File: config.mk
export PLATFORM = sky130hd
export DESIGN_NAME = gcr_chip_regs
export DESIGN_NICKNAME = d
export VERILOG_FILES = /design/src/hdl/gcr_pkg.sv /design/src/hdl/gcr_chip_regs.sv
export SDC_FILE = /design/constraint.sdc
export NUM_CORES = 1
export LEC_CHECK = 0
export BUFFER_PORTS_ARGS = -buffer_cell sky130_fd_sc_hd__buf_4
export CAP_MARGIN = 10
export CELL_PAD_IN_SITES_DETAIL_PLACEMENT = 0
export CELL_PAD_IN_SITES_GLOBAL_PLACEMENT = 1
export CORE_MARGIN = 4
export CORE_UTILIZATION = 44
export DETAILED_ROUTE_END_ITERATION = 8
export PLACE_DENSITY_LB_ADDON = 0.1
export RECOVER_POWER = 50
export SYNTH_ARGS = -nofsm -noshare
export SYNTH_HDL_FRONTEND = slang
export SYNTH_SLANG_ARGS = --single-unit
export TNS_END_PERCENT = 1
File: constraint.sdc
create_clock -name aclk -period 4 [get_ports aclk]
set_clock_uncertainty 0.15 [all_clocks]
set_input_delay 0.2 -clock aclk [delete_from_list [all_inputs] [get_ports aclk]]
set_output_delay 0.2 -clock aclk [all_outputs]
set_load 0.05 [all_outputs]
File: src/hdl/gcr_pkg.sv
// package for the global chip-control register group
// Operation
// - read-only id word, boundary-scan field layout
// - 32-bit scratch word, resets zero, stored
// - writing one to bit 0 resets chip
// - reset request bit clears through its reset
// - protected processor subsystem skips soft reset
// - memory-failure bit set on startup failure
// - sibling groups sit at fixed offsets
package gcr_pkg;
   // register byte offsets
   localparam logic [8:0] OFS_CHIP_IDENTIFICATION = 9'h000;
   localparam logic [8:0] OFS_SCRATCH = 9'h004;
   localparam logic [8:0] OFS_RST_CTRL = 9'h008;
   localparam logic [8:0] OFS_HARDWARE_STATUS = 9'h010;
   localparam logic [8:0] OFS_IRQ_STAT = 9'h014;
   localparam logic [8:0] OFS_IRQ_MASK = 9'h018;
   // sibling group offsets
   localparam logic [8:0] OFS_PROC_ACCESS_GRP = 9'h020;
   localparam logic [8:0] OFS_MDIO_MASTER_GRP = 9'h05c;
   localparam logic [8:0] MDIO_MASTER_SPACING = 9'h024;
   localparam int MDIO_MASTER_COUNT = 2;
   localparam logic [8:0] OFS_MDIO_SCAN_GRP = 9'h0a4;
   // id field positions
   localparam int REV_LSB = 28;
   localparam int PART_LSB = 12;
   localparam int MAKER_LSB = 1;
   // bit positions
   localparam int SOFT_RST_BIT = 0;
   localparam int MEM_FAIL_BIT = 0;
   localparam int IRQ_MEM_FAIL = 0;
   localparam int IRQ_SOFT_RST = 1;
   localparam int IRQ_W = 2;
   // reset values
   localparam logic [31:0] SCRATCH_RST = 32'h0000_0000;
   localparam logic [IRQ_W-1:0] IRQ_RST = 2'h0;
   // soft reset pulse length, cycles
   localparam logic [3:0] SOFT_RST_CYCLES = 4'h8;
   // axi responses
   localparam logic [1:0] RESP_OKAY = 2'h0;
   localparam logic [1:0] RESP_SLVERR = 2'h2;

   typedef enum {ST_IDLE, ST_RESET} gcr_rst_e;

   typedef struct packed {
      logic [31:0] scratch_q;
      logic soft_rst_req_q;
      logic [3:0] rst_cnt_q;
      logic mem_fail_q;
      logic [IRQ_W-1:0] irq_stat_q;
      logic [IRQ_W-1:0] irq_mask_q;
      logic irq_q;
      logic chip_rst_q;
      logic proc_rst_q;
      logic aw_seen_q;
      logic [8:0] aw_addr_q;
      logic w_seen_q;
      logic [31:0] w_data_q;
      logic [3:0] w_strb_q;
      logic bvalid_q;
      logic [1:0] bresp_q;
      logic rvalid_q;
      logic [31:0] rdata_q;
      logic [1:0] rresp_q;
      logic [1:0] mf_sync_q;
      logic [1:0] prot_sync_q;
      logic awready_q;
      logic wready_q;
      logic arready_q;
      gcr_rst_e seq_q;
   } gcr_state_s;
endpackage

File: src/hdl/gcr_chip_regs.sv
// global chip-control register group with axi4-lite slave
`timescale 1ns/1ps
module gcr_chip_regs
   import gcr_pkg::*;
#(
   parameter logic [3:0] REVISION_CODE = 4'h3,   // arbitrary value
   parameter logic [15:0] PART_CODE = 16'h1234,  // arbitrary value
   parameter logic [10:0] MAKER_CODE = 11'h155   // arbitrary value
) (
   // clock and reset
   input wire logic aclk,
   input wire logic aresetn,
   // axi4-lite write address
   input wire logic [8:0] s_axi_awaddr,
   input wire logic s_axi_awvalid,
   output logic s_axi_awready,
   // axi4-lite write data
   input wire logic [31:0] s_axi_wdata,
   input wire logic [3:0] s_axi_wstrb,
   input wire logic s_axi_wvalid,
   output logic s_axi_wready,
   // axi4-lite write response
   output logic [1:0] s_axi_bresp,
   output logic s_axi_bvalid,
   input wire logic s_axi_bready,
   // axi4-lite read
   input wire logic [8:0] s_axi_araddr,
   input wire logic s_axi_arvalid,
   output logic s_axi_arready,
   output logic [31:0] s_axi_rdata,
   output logic [1:0] s_axi_rresp,
   output logic s_axi_rvalid,
   input wire logic s_axi_rready,
   // chip status and reset
   input wire logic mem_init_fail,
   input wire logic proc_rst_protect,
   output logic chip_soft_rst,
   output logic proc_soft_rst,
   output logic irq
);

   // registered state of the whole group, current and next
   gcr_state_s s_q;
   gcr_state_s s_d;

   // identification word, fixed by the code parameters
   logic [31:0] id_word;

   // byte lane merge for partial scratch writes
   function automatic logic [31:0] merge(input logic [31:0] old, input logic [31:0] nw,
                                         input logic [3:0] strb);
      logic [31:0] r;
      r = old;
      for (int i = 0; i < 4; i++) begin
         if (strb[i]) begin
            r[8*i +: 8] = nw[8*i +: 8];
         end
      end
      return r;
   endfunction

   // word-aligned form of a bus address, low two bits dropped
   function automatic logic [8:0] align(input logic [8:0] a);
      return {a[8:2], 2'b00};
   endfunction

   // address decode, used by read and write
   function automatic logic mapped(input logic [8:0] a);
      return (a == OFS_CHIP_IDENTIFICATION) || (a == OFS_SCRATCH) || (a == OFS_RST_CTRL) ||
             (a == OFS_HARDWARE_STATUS) || (a == OFS_IRQ_STAT) || (a == OFS_IRQ_MASK);
   endfunction

   // offsets that belong to the sibling groups of the block
   function automatic logic sibling(input logic [8:0] a);
      return (a >= OFS_PROC_ACCESS_GRP);
   endfunction

   // bus response for one access, used by read and write
   function automatic logic [1:0] resp_for(input logic [8:0] a);
      logic ok;
      ok = mapped(a) && !sibling(a);
      return ok ? RESP_OKAY : RESP_SLVERR;
   endfunction

   // read data mux, unmapped offsets read zero
   function automatic logic [31:0] read_word(input logic [8:0] a, input gcr_state_s s,
                                             input logic [31:0] id);
      logic [31:0] r;
      r = 32'h0000_0000;
      case (a)
         OFS_CHIP_IDENTIFICATION: begin
            r = id;
         end
         OFS_SCRATCH: begin
            r = s.scratch_q;
         end
         OFS_RST_CTRL: begin
            r[SOFT_RST_BIT] = s.soft_rst_req_q;
         end
         OFS_HARDWARE_STATUS: begin
            r[MEM_FAIL_BIT] = s.mem_fail_q;
         end
         OFS_IRQ_STAT: begin
            r[IRQ_W-1:0] = s.irq_stat_q;
         end
         OFS_IRQ_MASK: begin
            r[IRQ_W-1:0] = s.irq_mask_q;
         end
         default: begin
            r = 32'h0000_0000;
         end
      endcase
      return r;
   endfunction

   // revision, part and maker codes with the fixed one at bit 0
   assign id_word = {REVISION_CODE, PART_CODE, MAKER_CODE, 1'b1};

   // next state of every register in the group
   always_comb begin
      logic [8:0] wa;
      logic [31:0] wd;
      logic [3:0] ws;
      logic aw_take;
      logic w_take;
      logic ar_take;
      logic do_wr;
      logic [IRQ_W-1:0] ev;
      logic [8:0] ra;
      s_d = s_q;
      ev = '0;
      // handshakes seen at this edge
      aw_take = s_axi_awvalid && s_q.awready_q;
      w_take = s_axi_wvalid && s_q.wready_q;
      ar_take = s_axi_arvalid && s_q.arready_q;
      // held or live write fields
      wa = s_q.aw_seen_q ? s_q.aw_addr_q : align(s_axi_awaddr);
      wd = s_q.w_seen_q ? s_q.w_data_q : s_axi_wdata;
      ws = s_q.w_seen_q ? s_q.w_strb_q : s_axi_wstrb;
      ra = align(s_axi_araddr);
      do_wr = (s_q.aw_seen_q || aw_take) && (s_q.w_seen_q || w_take) && !s_q.bvalid_q;

      // input synchronisers, only the second stage is read
      s_d.mf_sync_q = {s_q.mf_sync_q[0], mem_init_fail};
      s_d.prot_sync_q = {s_q.prot_sync_q[0], proc_rst_protect};

      // sticky failure flag, only hardware sets it
      if (s_q.mf_sync_q[1] && !s_q.mem_fail_q) begin
         s_d.mem_fail_q = 1'b1;
         ev[IRQ_MEM_FAIL] = 1'b1;
      end

      // capture an address that arrives ahead of its data
      if (aw_take) begin
         s_d.aw_seen_q = 1'b1;
         s_d.aw_addr_q = align(s_axi_awaddr);
      end

      // capture data that arrives ahead of its address
      if (w_take) begin
         s_d.w_seen_q = 1'b1;
         s_d.w_data_q = s_axi_wdata;
         s_d.w_strb_q = s_axi_wstrb;
      end

      // write commit once both halves are in
      if (do_wr) begin
         s_d.aw_seen_q = 1'b0;
         s_d.w_seen_q = 1'b0;
         s_d.bvalid_q = 1'b1;
         s_d.bresp_q = resp_for(wa);
         case (wa)
            OFS_SCRATCH: begin
               s_d.scratch_q = merge(s_q.scratch_q, wd, ws);
            end
            OFS_RST_CTRL: begin
               if (ws[0] && wd[SOFT_RST_BIT]) begin
                  s_d.soft_rst_req_q = 1'b1;
               end
            end
            OFS_IRQ_MASK: begin
               if (ws[0]) begin
                  s_d.irq_mask_q = wd[IRQ_W-1:0];
               end
            end
            OFS_IRQ_STAT: begin
               if (ws[0]) begin
                  s_d.irq_stat_q = s_q.irq_stat_q & ~wd[IRQ_W-1:0];
               end
            end
            default: begin
               // id and hardware status keep their value
               s_d.scratch_q = s_d.scratch_q;
            end
         endcase
      end

      // write answer stands until the master takes it
      if (s_q.bvalid_q && s_axi_bready) begin
         s_d.bvalid_q = 1'b0;
      end

      // read answer, one cycle after the address is taken
      if (ar_take) begin
         s_d.rvalid_q = 1'b1;
         s_d.rdata_q = read_word(ra, s_q, id_word);
         s_d.rresp_q = resp_for(ra);
      end else if (s_q.rvalid_q && s_axi_rready) begin
         s_d.rvalid_q = 1'b0;
      end

      // soft reset sequencer, fixed-length pulse then self clear
      case (s_q.seq_q)
         ST_IDLE: begin
            if (s_q.soft_rst_req_q) begin
               s_d.seq_q = ST_RESET;
               s_d.rst_cnt_q = SOFT_RST_CYCLES;
               s_d.chip_rst_q = 1'b1;
               s_d.proc_rst_q = !s_q.prot_sync_q[1];
               ev[IRQ_SOFT_RST] = 1'b1;
            end
         end
         ST_RESET: begin
            s_d.rst_cnt_q = s_q.rst_cnt_q - 4'h1;
            if (s_q.rst_cnt_q == 4'h1) begin
               s_d.seq_q = ST_IDLE;
               s_d.chip_rst_q = 1'b0;
               s_d.proc_rst_q = 1'b0;
               s_d.soft_rst_req_q = 1'b0;
               s_d.scratch_q = SCRATCH_RST;
            end
         end
         default: begin
            s_d.seq_q = ST_IDLE;
         end
      endcase

      // event set wins over a clear in the same cycle
      s_d.irq_stat_q = s_d.irq_stat_q | ev;
      s_d.irq_q = |(s_d.irq_stat_q & s_d.irq_mask_q);

      // ready flags registered from the next state
      s_d.awready_q = !s_d.aw_seen_q && !s_d.bvalid_q;
      s_d.wready_q = !s_d.w_seen_q && !s_d.bvalid_q;
      s_d.arready_q = !s_d.rvalid_q;
   end

   // state register, readies stay low until the first edge after release
   always_ff @(posedge aclk) begin
      if (!aresetn) begin
         s_q <= '0;
         s_q.scratch_q <= SCRATCH_RST;
         s_q.irq_stat_q <= IRQ_RST;
         s_q.irq_mask_q <= IRQ_RST;
         s_q.seq_q <= ST_IDLE;
      end else begin
         s_q <= s_d;
      end
   end

   // outputs from flip-flops
   assign s_axi_awready = s_q.awready_q;
   assign s_axi_wready = s_q.wready_q;
   assign s_axi_arready = s_q.arready_q;
   assign s_axi_bvalid = s_q.bvalid_q;
   assign s_axi_bresp = s_q.bresp_q;
   assign s_axi_rvalid = s_q.rvalid_q;
   assign s_axi_rdata = s_q.rdata_q;
   assign s_axi_rresp = s_q.rresp_q;
   assign chip_soft_rst = s_q.chip_rst_q;
   assign proc_soft_rst = s_q.proc_rst_q;
   assign irq = s_q.irq_q;
endmodule

==> reports/qor.yml, run 1 <==
logic_synthesis:
  synth_cell_types: 42
  ys.warnings.count: 0
  synthFlopType: "dfxtp_1"
  synth_seq_cells: 133
  synth_xor_area_frac: 0.00155
  synth_top_family_by_area: "simple AND/OR/NAND/NOR gates"
  synth_compound_area_frac: 0.162
  syn-cell-area_sq_um: 5660
  synthAdderAreaFrac: 0.00442
  synth_top_cell_area_share: 0.471
  synthArstFlopShare: 0
  synth.area.top_cells: "dfxtp_1 47%, a21oi_1 7.5%, mux2i_1 7.1%"
  synth_most_common_cell: "dfxtp_1"
  synth_commonest_cells: "133 x dfxtp_1, 106 x nand2_1, 85 x a21oi_1"
  synthSimpleGateAreaFrac: 0.195
  synth-edff-count: 0
  syn_avg_cell_area_sq_um: 8.72
  synthCells: 649
  synth_top_cell_by_area: "dfxtp_1"
  synth-seq-area-share: 0.471
  muxShareOfSynthArea: 0.0767
place:
  hpwl_microns: 8760
  portBuffers: 100
  routabilityCongestion: 0.815
  dpl_cell_area_sq_um: 6210
global_routing:
  grt_pass1_wl_microns: 23400
  grt_pass1_vias: 4658
  track_usage: 0.205
  use_met1: 0.256
  grt_max_degree: 55
  antenna_found_initial: 0
  grt_use_met3: 0.0597
  met2_usage: 0.336
  grt_busiest_layer: "met2"
  grt_overflow: 0
clock_network:
  holdBufCountCts: 58
  max-clock-path-buffers: 2
  cts_buffers: 17
  post_cts_buffers: 0
  h-tree-depth: 4
  cts.clk_slew.worst_paths_ns: 0.06
  cts-resized-gates: 0
  cts_sinks: 133
  cts_tree: "built"
  cts-root-buf: "clkbuf_16"
  clk_latency_ns: 0.42
pwr:
  p_total_mw: 3.46
  p_leak_nw: 2.61
  peakVddDrop_v: 0.000341
  p_per_area_nw_per_um2: 476
routing:
  drtAntennaViolNets: 0
  drt_first_iter_violations: 289
  first_pass_iters: 5
  num_vias: 4718
  viasPerCell: 5.02
  wire_per_inst_microns: 15.3
  drc: 0
  drt_wl_total_microns: 14400
outcome:
  outcome: "finished, violations left"
  failed_checks: "max-capacitance violations, max-slew violations"
sta:
  hold_viol: 0
  maxSlewViolCount: 91
  fin_crit_ns: 3.07
  finalCritPeriodShare: 0.767
  setup_tns_ns: 0
  worst_slew_pin_slew_ns: 1.99
  hold_slack_ns: 0.0468
  finalSetupViolCount: 0
  rsz0062_at_grt: "false"
  fmax_ghz: 0.326
  relSlewSlack: -0.326
layout:
  largest_register_ff_count: 89
  n_antenna_cell: 0
  syn_to_final_growth_pct: 28.6
  layout-drive-gt1-share: 0.148
  regMostFlops: "s_q"
  nets: 821
  fin_area_sq_um: 7270
worst_setup_path:
  worstRegToRegCells: 5
  arrival_ns: 3.16
  worst_path_dominant_cell_family: "buffers and inverters"
  crit_chain: "clkbuf_1, inv_1, clkbuf_1, a21oi_1"
  cp.depth: 4
  cp_common_cell: "clkbuf_1"
  end_kind: "flop"
  critPathSlowestCell: "inv_1"
  slowest_delay_ns: 1.39
  r2r_start: "s_q[123]"
  r2r-end: "s_q[152]"
  critPathLaunchType: "input pin"
  cp_max_fo: 54
  path_buf_inv: 3
  required_ns: 4.09
  ff2ff_setup_slack_ns: 1.08
  path_class: "input pin to flop"
hold_path:
  hold_start: "s_axi_araddr[2]"
  hp-class: "input pin to flop"
  whs_path_depth: 4
  worstHoldEndpoint: "s_axi_rdata[1]"
job:
  drv_cap: 2
floorplan:
  die_area_sq_um: 14700
  die_w_microns: 121
  initial_core_util: 0.448
  row_count: 41
  core_region_area_sq_um: 12600
  ioPinCount: 107
  die_y_microns: 121
## cell families after synthesis
group / count (synthesis)
flip-flops: 133
adder cells (fa/ha/maj): 2
AND/OR/NAND/NOR: 234
other: 1
XOR/XNOR: 1
multiplexers: 43
buffers and inverters: 86
AO/OA/AOI/OAI: 149
## layer usage
layer,up-vias,part of all wire
li1,2409,-
met1,2171,0.44
met2,125,0.49
met3,13,0.060
met4,0,0.012
met5,-,0
## how the worst max path moves through the flow
| stage | start | end | slack, ns |
|---|---|---|---|
| after detailed placement | s_q[123] | s_q[151] | 1.06 |
| after global placement | s_q[123] | s_q[152] | 1.15 |
| after CTS | s_q[123] | s_q[151] | 1.05 |
| final | aresetn | s_q[100] | 0.93 |
| after floorplan | s_axi_awready | s_q[151] | 1.42 |
| after global routing | aresetn | s_q[102] | 0.61 |
## tightest hold or removal path, delay by kind of cell
family	cells	cell delay, ns
compound gates	2	0.14
buf+inv	1	0.12
simple gates	1	0.10
## report_power, final
| group | internal [mW] | total, mW | switching, mW | leakage, nW |
|---|---|---|---|---|
| registers | 1.37 | 1.40 | 0.0279 | 1.08 |
| logic | 0.143 | 0.359 | 0.216 | 1.20 |
| clock network | 1.16 | 1.71 | 0.545 | 0.328 |
| total | 2.67 | 3.46 | 0.790 | 2.61 |
## cells in the final DEF (no fill, tap or decap), types with 2 or more instances in the layout
cell / instances
o21ai_0: 16
o221ai_1: 2
dlygate4sd3_1: 58
nor3_1: 6
and3_1: 3
ha_1: 2
o22ai_1: 2
mux2_2: 3
nand2_1: 106
nor2_1: 56
nor3b_1: 3
a211oi_2: 9
nand2b_1: 5
clkbuf_8: 4
bufinv_16: 5
mux2i_1: 40
a211oi_1: 27
nand3b_1: 2
nor2b_1: 5
clkbuf_16: 17
clkbuf_4: 2
a31oi_1: 3
clkinv_2: 5
inv_1: 7
buf_4: 61
dfxtp_1: 132
a21oi_1: 86
nand3_1: 29
nor4_1: 3
conb_1: 2
clkbuf_1: 45
nor4_4: 4
and2_1: 5
## metrics by stage
step	cells	worst slack, ns	util
after global routing	940	0.606	0.576
after floorplan	650	1.42	-
after detailed placement	851	1.06	0.492
final	940	0.934	0.576
after global placement	851	1.15	0.492
after CTS	940	1.05	0.590
## cell type report
class | instances | area, sq um
tap | 172 | 215
fill | 1224 | 5350
inverter | 7 | 26.3
clock inverter | 10 | 175
clock buffer | 21 | 480
multi-input combinational | 431 | 2490
timing repair buffer | 166 | 1220
sequential | 133 | 2660
Note: power is estimated with default switching activity, not from simulation.
==> run 2, diff against run 1 <==
CORE_UTILIZATION = 37   (was 44)
clock period = 2.81 ns   (was 4 ns; I/O delays follow)
==> run 2 against run 1 <==
The flow now finishes without violations. Setup slack got worse by 0.68 ns. Critical path depth rose by 1. Global-route usage is 2.7 points lower. Combinational power up 49%. Highest routed layer unchanged. Hold slack lost 0.027 ns.
==> reports/qor.yml, run 2 (same netlist as run 1, synthesis figures left out) <==
layout:
  nets: 835  # +1.7%
  nFillCells: 1437  # +17%
  syn_to_final_growth_pct: 29.6
  largest_register_ff_count: 89  # unchanged
  layout_common_cells: "132 x dfxtp_1, 105 x nand2_1, 85 x a21oi_1"
  final_common_cell: "dfxtp_1"
  regMostFlops: "s_q"
  n_antenna_cell: 0  # unchanged
  layout-drive-gt1-share: 0.162  # +0.0138
  fin_area_sq_um: 7330  # +0.77%
clock_network:
  clk_latency_ns: 0.41  # about the same
  cts_buffers: 17  # unchanged
  max-clock-path-buffers: 2  # unchanged
  cts_tree: "built"
  post_cts_buffers: 0  # unchanged
  h-tree-depth: 4  # unchanged
  cts_sinks: 133  # unchanged
  cts.clk_slew.worst_paths_ns: 0.05  # about the same
  cts-root-buf: "clkbuf_16"
worst_setup_path:
  path_buf_inv: 4  # +1
  cp_max_fo: 46  # -15%
  worst_path_dominant_cell_family: "buffers and inverters"
  arrival_ns: 2.71  # -0.45 ns
  critPathLaunchType: "input pin"
  required_ns: 2.97  # -1.12 ns
  slowest_delay_ns: 0.85  # -0.54 ns
  end_kind: "flop"
  path_class: "input pin to flop"
  critPathSlowestCell: "clkbuf_1"
  crit_chain: "dlygate4sd3_1, clkbuf_1, inv_2, buf_12, o32ai_1"
pwr:
  p_sw_frac: 0.248  # +0.0202
  p_per_area_nw_per_um2: 623  # +31%
  p_sw_mw: 1.13  # +44%
  p_leak_nw: 2.65  # +1.4%
  p_int_mw: 3.43  # +29%
  power_frac_seq: 0.434  # +0.031
  comb_power_share: 0.117  # +0.013
  pwr-share-clk: 0.449  # -0.044
  peakVddDrop_v: 0.000409  # +20%
routing:
  drt_wl_total_microns: 15000  # +3.7%
  drc: 0  # unchanged
  drtAntennaViolNets: 0  # unchanged
  first_pass_iters: 5  # unchanged
  num_vias: 4856  # +2.9%
  wire_per_inst_microns: 15.5  # +0.81%
  drt_first_iter_violations: 259  # -10%
  viasPerCell: 5.02  # about the same
sta:
  finalSetupViolCount: 0  # unchanged
  maxSlewViolCount: 0  # -100%
  finalCritPeriodShare: 0.909
  hold_slack_ns: 0.0199  # -0.0268 ns
  hold_viol: 0  # unchanged
  relSlewSlack: 0.231  # +0.556
  fin_crit_ns: 2.55
  fmax_ghz: 0.392
  setup_tns_ns: 0  # unchanged
  worst_slack_ns: 0.257  # -0.677 ns
  worst_slew_pin_slew_ns: 1.15  # -0.834 ns
  rsz0062_at_grt: "false"
place:
  dpl_cell_area_sq_um: 6300  # +1.4%
  routabilityCongestion: 0.751  # -7.9%
  dp_slack_ns: 0.451  # -0.606 ns
  hpwl_microns: 9350  # +6.7%
  portBuffers: 100  # unchanged
global_routing:
  track_usage: 0.177  # -0.0275
  grt_max_degree: 47  # -15%
  antenna_found_initial: 0  # unchanged
  grt_overflow: 0  # unchanged
  grt_pass1_wl_microns: 25000  # +6.8%
  grt_pass1_vias: 4967  # +6.6%
floorplan:
  ioPinCount: 107  # unchanged
  row_count: 44  # +7.3%
  core_region_area_sq_um: 14800  # +17%
  die_area_sq_um: 17300  # +18%
  initial_core_util: 0.383  # -0.0649
  die_y_microns: 132  # +8.5%
  die_w_microns: 132  # +8.5%
hold_path:
  hp-class: "input pin to flop"
outcome:
  outcome: "finished clean"
job:
  drv_cap: 0  # -2
==> run 2: layout make-up <==
class	count	area, sq um	share of cell area
repair buffers	180	1360	0.186
clock inverters	11	82.6	0.0113
inverters	7	26.3	0.00358
multi-input cells	431	2500	0.341
well taps	184	230	0.0314
clock buffers	21	470	0.0642
flip-flops and latches	133	2660	0.363
==> run 2: metal layers <==
metal | wire, microns | share of wire | vias to the layer above | GRT usage
met1 | 6820 | 0.46 | 2267 | 0.217
met2 | 7070 | 0.47 | 114 | 0.294
met3 | 732 | 0.049 | 21 | 0.0528
met5 | 0 | 0 | - | 0
li1 | - | - | 2454 | -
met4 | 327 | 0.022 | 0 | 0.0677
==> run 2: final timing paths <==
kind	start	end	slack [ns]	cells after the start
worst max-delay path	aresetn	proc_soft_rst	0.26	5
worst min-delay path	s_axi_araddr[8]	s_axi_rdata[0]	0.02	5
worst max register to register	s_q[123]	irq	0.40	6
worst min register to register	s_d[38]	s_q[38]	0.30	1
==> run 2: what timing repair did <==
item                                    in CTS  in global routing
endpoints found under the setup margin       0                  1
endpoints found under the hold margin       97                  0
hold buffers                                64                  0
resized for setup                            0                  1
==> run 2: power by group through the flow <==
stage	combinational (mW)	clock (mW)	sequential, mW
global route	0.584	2.21	1.99
global placement	0.479	0	2.02
CTS	0.556	2.11	1.98
detailed placement	0.485	0	2.02
finish	0.534	2.05	1.98
floorplan	0.309	0	2.03
==> run 2: worst reg2reg max path: stages (launching register included) <==
cell and delay [ns]:
dfxtp_1 0.35, buf_4 0.18, or4_1 0.49, a211oi_1 0.43, nand3_1 0.24, mux2_2 0.34
o22ai_1 0.15
==> run 2: per-stage QoR <==
step | std cells | power, mW | util
2_1_floorplan | 650 | 2.34 | -
6_report | 967 | 4.57 | 0.497
3_5_place_dp | 871 | 2.51 | 0.427
3_3_place_gp | 871 | 2.50 | 0.427
4_1_cts | 967 | 4.65 | 0.508
5_1_grt | 967 | 4.78 | 0.497
